**src/logic/aafx_pkg.sv**
```systemverilog
// What this block does
// Keep trailing ancillary bytes of each frame for the host, at most 54.
// In checked mode, check bytes found now serve the following frame.
// In checked mode, the last 2 frame bytes are the fixed program bytes.
// Fixed program bytes of every frame go into the host buffer.
// Byte before the fixed program bytes checks sub-bands 0 to 3.
// Byte before that checks sub-bands 4 to 7.
// Sub-band limit above 8 adds a check byte for bands 8 to 15.
// Sub-band limit above 16 adds a check byte for bands 16 to 31.
// Bytes ahead of the check bytes are extended program bytes, at most 52.
// Producer should avoid ending unaligned layer I frames with a one bit.
// Producer encodes a varying ancillary length inside the fixed program bytes.
// Host reads bytes newest first: last captured byte comes out first.
// Checked mode delivers 2 fixed program bytes, then up to 52 extended.
// Buffer reloads per frame, valid only while frame lock flag is set.
// Check bytes are held internally and kept out of host program data.
package aafx_pkg;
  localparam int BYTE_W = 8;
  localparam int TOK_W = BYTE_W + 1;
  localparam int CNT_W = 6;
  localparam int ANC_MAX = 54;
  localparam int FIXED_PROGRAM_BYTES_LEN = 2;
  localparam int EXTENDED_PROGRAM_BYTES_MAX = 52;
  localparam int CHECK_MAX = 4;
  localparam int STAGE_DEPTH = ANC_MAX + CHECK_MAX;
  localparam int FIFO_DEPTH = 8;
  localparam logic [CNT_W-1:0] ANC_MAX_C = 6'h36;
  localparam logic [CNT_W-1:0] FIXED_PROGRAM_BYTES_LEN_C = 6'h02;
  localparam logic [CNT_W-1:0] EXTENDED_PROGRAM_BYTES_MAX_C = 6'h34;
  localparam logic [CNT_W-1:0] STAGE_DEPTH_C = 6'h3A;
  localparam logic [CNT_W-1:0] CHECK_BASE_C = 6'h02;
  localparam logic [5:0] LIMIT_BAND_2 = 6'h08;
  localparam logic [5:0] LIMIT_BAND_3 = 6'h10;
  localparam logic [BYTE_W-1:0] BYTE_RST = 8'h00;
  localparam logic [CNT_W-1:0] CNT_RST = 6'h00;

  // Number of check bytes carried for a given sub-band limit
  function automatic logic [CNT_W-1:0] check_len(input logic [5:0] limit);
    logic [CNT_W-1:0] n;
    n = CHECK_BASE_C;
    if (limit > LIMIT_BAND_2)
      n = n + 6'h01;
    if (limit > LIMIT_BAND_3)
      n = n + 6'h01;
    return n;
  endfunction

  function automatic logic [CNT_W-1:0] min_cnt(input logic [CNT_W-1:0] a,
                                               input logic [CNT_W-1:0] b);
    return (a < b) ? a : b;
  endfunction
endpackage

```
**src/logic/aafx_byte_if.sv**
```systemverilog
`timescale 1ns/1ps
`default_nettype none
interface aafx_byte_if #(parameter int W = 9);
  logic valid;
  logic ready;
  logic [W-1:0] data;
  modport src (output valid, output data, input ready);
  modport snk (input valid, input data, output ready);
endinterface
`default_nettype wire

```
**src/logic/aafx_fifo.sv**
```systemverilog
`timescale 1ns/1ps
`default_nettype none
module aafx_fifo #(
  parameter int W = 9,
  parameter int DEPTH = 8
) (
  input wire logic ref_clk_i,
  input wire logic rst_b_i,
  aafx_byte_if.snk wr,
  aafx_byte_if.src rd
);
  localparam int AW = $clog2(DEPTH);
  localparam logic [AW:0] DEPTH_C = (AW+1)'(DEPTH);
  localparam logic [AW-1:0] LAST_C = AW'(DEPTH - 1);

  logic [W-1:0] mem_q [DEPTH];
  logic [AW-1:0] wp_q;
  logic [AW-1:0] rp_q;
  logic [AW:0] cnt_q;

  wire do_wr = wr.valid & wr.ready;
  wire do_rd = rd.valid & rd.ready;
  wire [AW-1:0] wp_nx = (wp_q == LAST_C) ? '0 : wp_q + 1'b1;
  wire [AW-1:0] rp_nx = (rp_q == LAST_C) ? '0 : rp_q + 1'b1;

  assign wr.ready = (cnt_q != DEPTH_C);
  assign rd.valid = (cnt_q != '0);
  assign rd.data = mem_q[rp_q];

  always_ff @(posedge ref_clk_i or negedge rst_b_i)
  begin
    if (!rst_b_i)
    begin
      wp_q <= '0;
      rp_q <= '0;
      cnt_q <= '0;
    end
    else
    begin
      if (do_wr)
        wp_q <= wp_nx;
      if (do_rd)
        rp_q <= rp_nx;
      if (do_wr && !do_rd)
        cnt_q <= cnt_q + 1'b1;
      else if (do_rd && !do_wr)
        cnt_q <= cnt_q - 1'b1;
    end
  end

  // Storage needs no reset; empty flag guards stale words
  always_ff @(posedge ref_clk_i)
  begin
    if (do_wr)
      mem_q[wp_q] <= wr.data;
  end
endmodule
`default_nettype wire

```
**src/logic/aafx_extractor.sv**
```systemverilog
`timescale 1ns/1ps
`default_nettype none
module aafx_extractor
  import aafx_pkg::*;
(
  input wire logic ref_clk_i,
  input wire logic rst_b_i,
  input wire logic in_valid_i,
  input wire logic [BYTE_W-1:0] in_data_i,
  input wire logic in_last_i,
  output logic in_ready_o,
  input wire logic check_enable_i,
  input wire logic [5:0] subband_limit_i,
  input wire logic frame_locked_flag_i,
  input wire logic rd_req_i,
  input wire logic rd_restart_i,
  output logic [BYTE_W-1:0] rd_data_o,
  output logic rd_valid_o,
  output logic [CNT_W-1:0] rd_count_o,
  output logic buf_valid_o,
  output logic frame_done_o,
  output logic [BYTE_W-1:0] check_byte_bands_0_3_o,
  output logic [BYTE_W-1:0] check_byte_bands_4_7_o,
  output logic [BYTE_W-1:0] check_byte_bands_8_15_o,
  output logic [BYTE_W-1:0] check_byte_bands_16_31_o,
  output logic [2:0] check_count_o,
  output logic check_valid_o
);
  aafx_byte_if #(.W(TOK_W)) fin ();
  aafx_byte_if #(.W(TOK_W)) fout ();

  assign fin.valid = in_valid_i;
  assign fin.data = {in_last_i, in_data_i};
  assign in_ready_o = fin.ready;

  aafx_fifo #(.W(TOK_W), .DEPTH(FIFO_DEPTH)) u_fifo (
    .ref_clk_i(ref_clk_i),
    .rst_b_i(rst_b_i),
    .wr(fin),
    .rd(fout)
  );

  // Stage index 0 is always the newest byte of the frame
  logic [BYTE_W-1:0] stage_q [STAGE_DEPTH];
  logic [CNT_W-1:0] cnt_q;
  logic done_q;
  logic [BYTE_W-1:0] host_q [ANC_MAX];
  logic [CNT_W-1:0] host_cnt_q;
  logic [CNT_W-1:0] rd_ptr_q;
  logic [BYTE_W-1:0] rd_data_q;
  logic rd_valid_q;
  logic loaded_q;
  logic [BYTE_W-1:0] chk_q [CHECK_MAX];
  logic [2:0] chk_n_q;
  logic chk_valid_q;

  // Drain stalls for the snapshot cycle so the stage is stable while copied
  assign fout.ready = ~done_q;
  wire take = fout.valid & fout.ready;
  wire take_last = take & fout.data[BYTE_W];

  wire [CNT_W-1:0] n_chk = check_len(subband_limit_i);
  wire [CNT_W-1:0] fixed_plus = FIXED_PROGRAM_BYTES_LEN_C + n_chk;
  wire [CNT_W-1:0] extended_program_bytes_raw = (cnt_q > fixed_plus) ? cnt_q - fixed_plus : CNT_RST;
  wire [CNT_W-1:0] extended_program_bytes_n = min_cnt(extended_program_bytes_raw, EXTENDED_PROGRAM_BYTES_MAX_C);
  wire [CNT_W-1:0] fixed_program_bytes_n = min_cnt(cnt_q, FIXED_PROGRAM_BYTES_LEN_C);
  wire [CNT_W-1:0] plain_n = min_cnt(cnt_q, ANC_MAX_C);
  wire [CNT_W-1:0] snap_n = check_enable_i ? fixed_program_bytes_n + extended_program_bytes_n : plain_n;
  wire snap_chk_ok = check_enable_i & (cnt_q >= fixed_plus);
  wire rd_ok = rd_req_i & ~done_q & ~rd_restart_i & (rd_ptr_q < host_cnt_q);

  // Optional check bytes read as zero when the limit leaves them out
  wire [BYTE_W-1:0] chk_bands_8_15_nx = (n_chk > 6'h02) ? stage_q[4] : BYTE_RST;
  wire [BYTE_W-1:0] chk_bands_16_31_nx = (n_chk > 6'h03) ? stage_q[5] : BYTE_RST;
  wire [2:0] chk_n_nx = check_enable_i ? n_chk[2:0] : 3'h0;

  // Host slot k: fixed bytes stay put, extended bytes skip the check bytes
  function automatic int host_src(input int k, input logic chk,
                                  input logic [CNT_W-1:0] n);
    if (chk && k >= FIXED_PROGRAM_BYTES_LEN)
      return k + int'(n);
    return k;
  endfunction

  // Reload source per host slot, worked out beside the flops
  logic [BYTE_W-1:0] host_nx [ANC_MAX];
  for (genvar k = 0; k < ANC_MAX; k++)
  begin : g_slot
    assign host_nx[k] = stage_q[host_src(k, check_enable_i, n_chk)];
  end

  always_ff @(posedge ref_clk_i or negedge rst_b_i)
  begin
    if (!rst_b_i)
    begin
      cnt_q <= CNT_RST;
    end
    else if (done_q)
      cnt_q <= CNT_RST;
    else if (take && cnt_q != STAGE_DEPTH_C)
      cnt_q <= cnt_q + 6'h01;
  end

  // One-cycle reload pulse after the frame's last byte leaves the FIFO
  always_ff @(posedge ref_clk_i or negedge rst_b_i)
  begin
    if (!rst_b_i)
      done_q <= 1'b0;
    else
      done_q <= take_last;
  end

  always_ff @(posedge ref_clk_i)
  begin
    if (take)
    begin
      stage_q[0] <= fout.data[BYTE_W-1:0];
      for (int i = 1; i < STAGE_DEPTH; i++)
        stage_q[i] <= stage_q[i-1];
    end
  end

  always_ff @(posedge ref_clk_i or negedge rst_b_i)
  begin
    if (!rst_b_i)
    begin
      for (int k = 0; k < ANC_MAX; k++)
        host_q[k] <= BYTE_RST;
    end
    else if (done_q)
    begin
      for (int k = 0; k < ANC_MAX; k++)
        host_q[k] <= host_nx[k];
    end
  end

  // Count and loaded flag move with the slots so a reader never sees a mix
  always_ff @(posedge ref_clk_i or negedge rst_b_i)
  begin
    if (!rst_b_i)
    begin
      host_cnt_q <= CNT_RST;
      loaded_q <= 1'b0;
    end
    else if (done_q)
    begin
      host_cnt_q <= snap_n;
      loaded_q <= 1'b1;
    end
  end

  // Check bytes latched now are consumed while the next frame decodes
  always_ff @(posedge ref_clk_i or negedge rst_b_i)
  begin
    if (!rst_b_i)
    begin
      for (int c = 0; c < CHECK_MAX; c++)
        chk_q[c] <= BYTE_RST;
    end
    else if (done_q)
    begin
      chk_q[0] <= stage_q[2];
      chk_q[1] <= stage_q[3];
      chk_q[2] <= chk_bands_8_15_nx;
      chk_q[3] <= chk_bands_16_31_nx;
    end
  end

  // Count and valid tell the next frame's check how many bytes to trust
  always_ff @(posedge ref_clk_i or negedge rst_b_i)
  begin
    if (!rst_b_i)
    begin
      chk_n_q <= 3'h0;
      chk_valid_q <= 1'b0;
    end
    else if (done_q)
    begin
      chk_n_q <= chk_n_nx;
      chk_valid_q <= snap_chk_ok;
    end
  end

  // A reload outranks a host read in the same cycle
  always_ff @(posedge ref_clk_i or negedge rst_b_i)
  begin
    if (!rst_b_i)
    begin
      rd_ptr_q <= CNT_RST;
    end
    else if (done_q || rd_restart_i)
      rd_ptr_q <= CNT_RST;
    else if (rd_ok)
      rd_ptr_q <= rd_ptr_q + 6'h01;
  end

  // Read data holds until the next accepted read
  always_ff @(posedge ref_clk_i or negedge rst_b_i)
  begin
    if (!rst_b_i)
    begin
      rd_data_q <= BYTE_RST;
      rd_valid_q <= 1'b0;
    end
    else
    begin
      rd_valid_q <= rd_ok;
      if (rd_ok)
        rd_data_q <= host_q[rd_ptr_q];
    end
  end

  assign rd_data_o = rd_data_q;
  assign rd_valid_o = rd_valid_q;
  assign rd_count_o = host_cnt_q;
  assign buf_valid_o = loaded_q & frame_locked_flag_i;
  assign frame_done_o = done_q;
  assign check_byte_bands_0_3_o = chk_q[0];
  assign check_byte_bands_4_7_o = chk_q[1];
  assign check_byte_bands_8_15_o = chk_q[2];
  assign check_byte_bands_16_31_o = chk_q[3];
  assign check_count_o = chk_n_q;
  assign check_valid_o = chk_valid_q;
endmodule
`default_nettype wire

```
**config.mk**
```make
export PLATFORM = sky130hd
export DESIGN_NAME = aafx_extractor
export DESIGN_NICKNAME = d
export VERILOG_FILES = /design/src/logic/aafx_pkg.sv /design/src/logic/aafx_byte_if.sv /design/src/logic/aafx_fifo.sv /design/src/logic/aafx_extractor.sv
export SDC_FILE = /design/constraint.sdc
export NUM_CORES = 2
export LEC_CHECK = 0
export BUFFER_PORTS_ARGS = -buffer_cell sky130_fd_sc_hd__buf_2
export CELL_PAD_IN_SITES_DETAIL_PLACEMENT = 1
export CELL_PAD_IN_SITES_GLOBAL_PLACEMENT = 2
export CORE_MARGIN = 2
export CORE_UTILIZATION = 40
export DETAILED_ROUTE_END_ITERATION = 12
export GPL_TIMING_DRIVEN = 1
export MAX_ROUTING_LAYER = met4
export PLACE_DENSITY = 0.79
export SLEW_MARGIN = 20
export SYNTH_ARGS = -nofsm -noshare
export SYNTH_HDL_FRONTEND = slang
export SYNTH_SLANG_ARGS = --single-unit
```
**constraint.sdc**
```tcl
create_clock -name ref_clk_i -period 34.3 [get_ports ref_clk_i]
set_clock_uncertainty 0.1 [all_clocks]
set_input_delay 5.145 -clock ref_clk_i [delete_from_list [all_inputs] [get_ports ref_clk_i]]
set_output_delay 5.145 -clock ref_clk_i [all_outputs]
set_load 0.1 [all_outputs]
```
==> metrics.yaml <==
die_h_um: 388
worstMarginPinSlew_ns: 1.25
ant_nets: 0
yosysSeqAreaShare_pct: 48.8
syn_area_um2: 59000
tns_ns: 0
synth-edff-count: 536
synth_top_cell_area_share_pct: 27.3
die_area_um2: 151000
synthArstFlopShare_pct: 48.6
leakage_nw: 26.0
dp_hpwl_mm: 133
cts_setup_buffers: 0
cpMostUsedCell: "ha_1"
first_iter_violations: 4648
fmax_mhz: 87.4
grt_pass1_wl_mm: 316
post_drt_wl_per_cell_um: 31.9
drt-met1-wl_mm: 89.0
dr.max_layer_used: "met4"
yosysWarnings: 0
initial_core_util_pct: 40.4
h-tree-depth: 3
wl_met3_mm: 16.5
fp.dieW_um: 388
relSlewSlack_pct: 16.2
port-buffer-count: 75
cp_max_fo: 17
slew_viol_final: 0
finish.utilization_pct: 44.5
core_area_um2: 146000
synth-seq-cells: 1043
critPathSlowestCell: "ha_1"
rsz0062_at_grt: "no"
pwr_density_cell_nw_per_um2: 105
cts_sinks: 1043
synth.largest_area_cell: "edfxtp_1"
syn2layout_area_growth_pct: 10.2
rows: 140
root_buffer: "clkbuf_16"
cts_buffer_depth: 3
cts_tree: "yes"
postSynthAreaPerCell_um2: 12.4
hold_class: "flip-flop to flip-flop"
synthDistinctLibCells: 80
drv_cap: 0
grt_usage_pct: 29.1
antenna_found_initial: 8
synthTopCellsByCount: "nand2_1, edfxtp_1, dfrtp_1"
endpoint_kind: "flip-flop"
hold_buffers: 0
path_cells: "buf_2 -> or3_1 -> o21ai_0 -> nor2b_1 -> inv_1 -> ha_2 -> buf_4 -> ha_1 -> clkinv_1 -> ha_1 -> a221o_1 -> a311oi_1 -> o21ai_1 -> a211o_1 -> and3_1 -> ha_1 -> a211oi_1 -> o21bai_1 -> a21oi_1 -> mux2_2 -> nor2_1 -> a211oi_1"
drtPass1Iterations: 7
synthTopCellsByArea: "edfxtp_1, dfrtp_1, mux4_2, mux2i_1, nand2_1"
crit_type: "input port to flip-flop"
gr-total-overflow: 0
grt_pass1_vias: 44608
wl_mm: 213
finalSetupViolCount: 0
vias: 43320
start_kind: "input port"
synth.most_common_cell: "nand2_1"
synth_ff_type: "edfxtp_1"
grt_max_degree: 159
path_clk_slew_ns: 0.06
worstPathArrival_ns: 11.96
clock_latency_ns: 0.77
finalCritPeriodShare_pct: 33.4
post-route-min-period_ns: 11.44
routed-wl-met2_mm: 100
fillers: 15107
io_pins: 76
hold_violations: 0
outcome: "finished clean"
syn_inst: 4763
drive_above_1_share_pct: 21.3
critPathMaxStageDelay_ns: 0.88
nNetsFinal: 4723
viasPerCell: 6.47
peakVddDrop_mv: 0.0818
drc: 0
cts_resized: 0
gp_congestion: 0.895
crit_required_ns: 34.81
cts_buffers: 119
-- layout make-up --
class	instances	area (um^2)	area share, %
clock buffers	163	3400	5.23
inverters	210	790	1.21
well taps	1917	2400	3.69
repair buffers	172	1220	1.87
multi-input cells	3121	27700	42.6
diodes	4	10.0	0.0154
flip-flops and latches	1043	28800	44.3
clock inverters	64	688	1.06
-- state kept, by name, summed over array words and instances, names as in the netlist, 8 cells and up --
signal                    flops
u_fifo.mem_q                 72
check_byte_bands_0_3_o        8
host_q                      432
check_byte_bands_16_31_o      8
stage_q                     464
check_byte_bands_4_7_o        8
rd_data_o                     8
check_byte_bands_8_15_o       8
-- layer usage --
layer  global-route usage [%]  vias up
li1                         -    17849
met1                     39.1    23176
met2                     44.8     1925
met3                     4.68      370
met4                     10.0        0
met5                        -        -
-- power breakdown --
part           switching, W  total (W)  internal [W]
sequential         0.000592    0.00272       0.00213
combinational       0.00162    0.00272       0.00110
clock              0.000566    0.00135      0.000783
-- critical path: cells and delay by family --
family | cells | cell delay, ns
multiplexers | 1 | 0.38
AND/OR/NAND/NOR | 4 | 1.14
buffers and inverters | 4 | 1.29
AO/OA/AOI/OAI | 9 | 2.12
adder cells (fa/ha/maj) | 4 | 1.84
-- cells in the final DEF (no fill, tap or decap), drive strengths merged, types with 117 or more instances in the layout --
| cell | n |
|---|---|
| inv | 211 |
| mux2i | 441 |
| a21oi | 117 |
| a31oi | 135 |
| edfxtp | 536 |
| nor2 | 243 |
| dfrtp | 507 |
| clkbuf | 163 |
| nand2 | 706 |
| o21ai | 243 |
| buf | 172 |
| nand3 | 212 |
| mux4 | 500 |
-- cell families after synthesis --
group	after synthesis	share of synthesized area (%)
and+or+nand+nor	1267	9.04
DFF	1043	48.8
muxes	1028	28.2
AOI/OAI and AO/OA	774	8.31
buffers and inverters	601	4.62
adders and majority gates	34	0.760
xor gates and xnor gates	15	0.223
other	1	0.00636
-- per-stage QoR --
| stage | hold WS, ns | setup WS [ns] | power (W) | instance area [um^2] | cells |
|---|---|---|---|---|---|
| finish | 0.364 | 22.86 | 0.00679 | 65000 | 6694 |
| global route | 0.386 | 22.64 | 0.00714 | 65000 | 6693 |
| CTS | 0.365 | 22.98 | 0.00678 | 64900 | 6689 |
| detailed placement | 0.350 | 22.16 | 0.00541 | 60900 | 6462 |
| global placement | 0.343 | 22.29 | 0.00531 | 60800 | 6461 |
| floorplan | 0.328 | 7.00 | 0.00475 | 59000 | 4765 |
-- final timing paths --
kind / from / endpoint / slack [ns] / cells past startpoint
worst max-delay path: subband_limit_i[0] / rd_count_o[5] / 22.86 / 22
worst min-delay path: loaded_q / loaded_q / 0.36 / 1
worst max register to register: cnt_q[0] / rd_count_o[5] / 29.83 / 16
worst min register to register: loaded_q / loaded_q / 0.36 / 1
max in group asynchronous: rst_b_i / rd_ptr_q[1] / 26.66 / 4
min in group asynchronous: rst_b_i / host_q[422] / 4.26 / 1
Note: power is estimated with default switching activity, not from simulation.
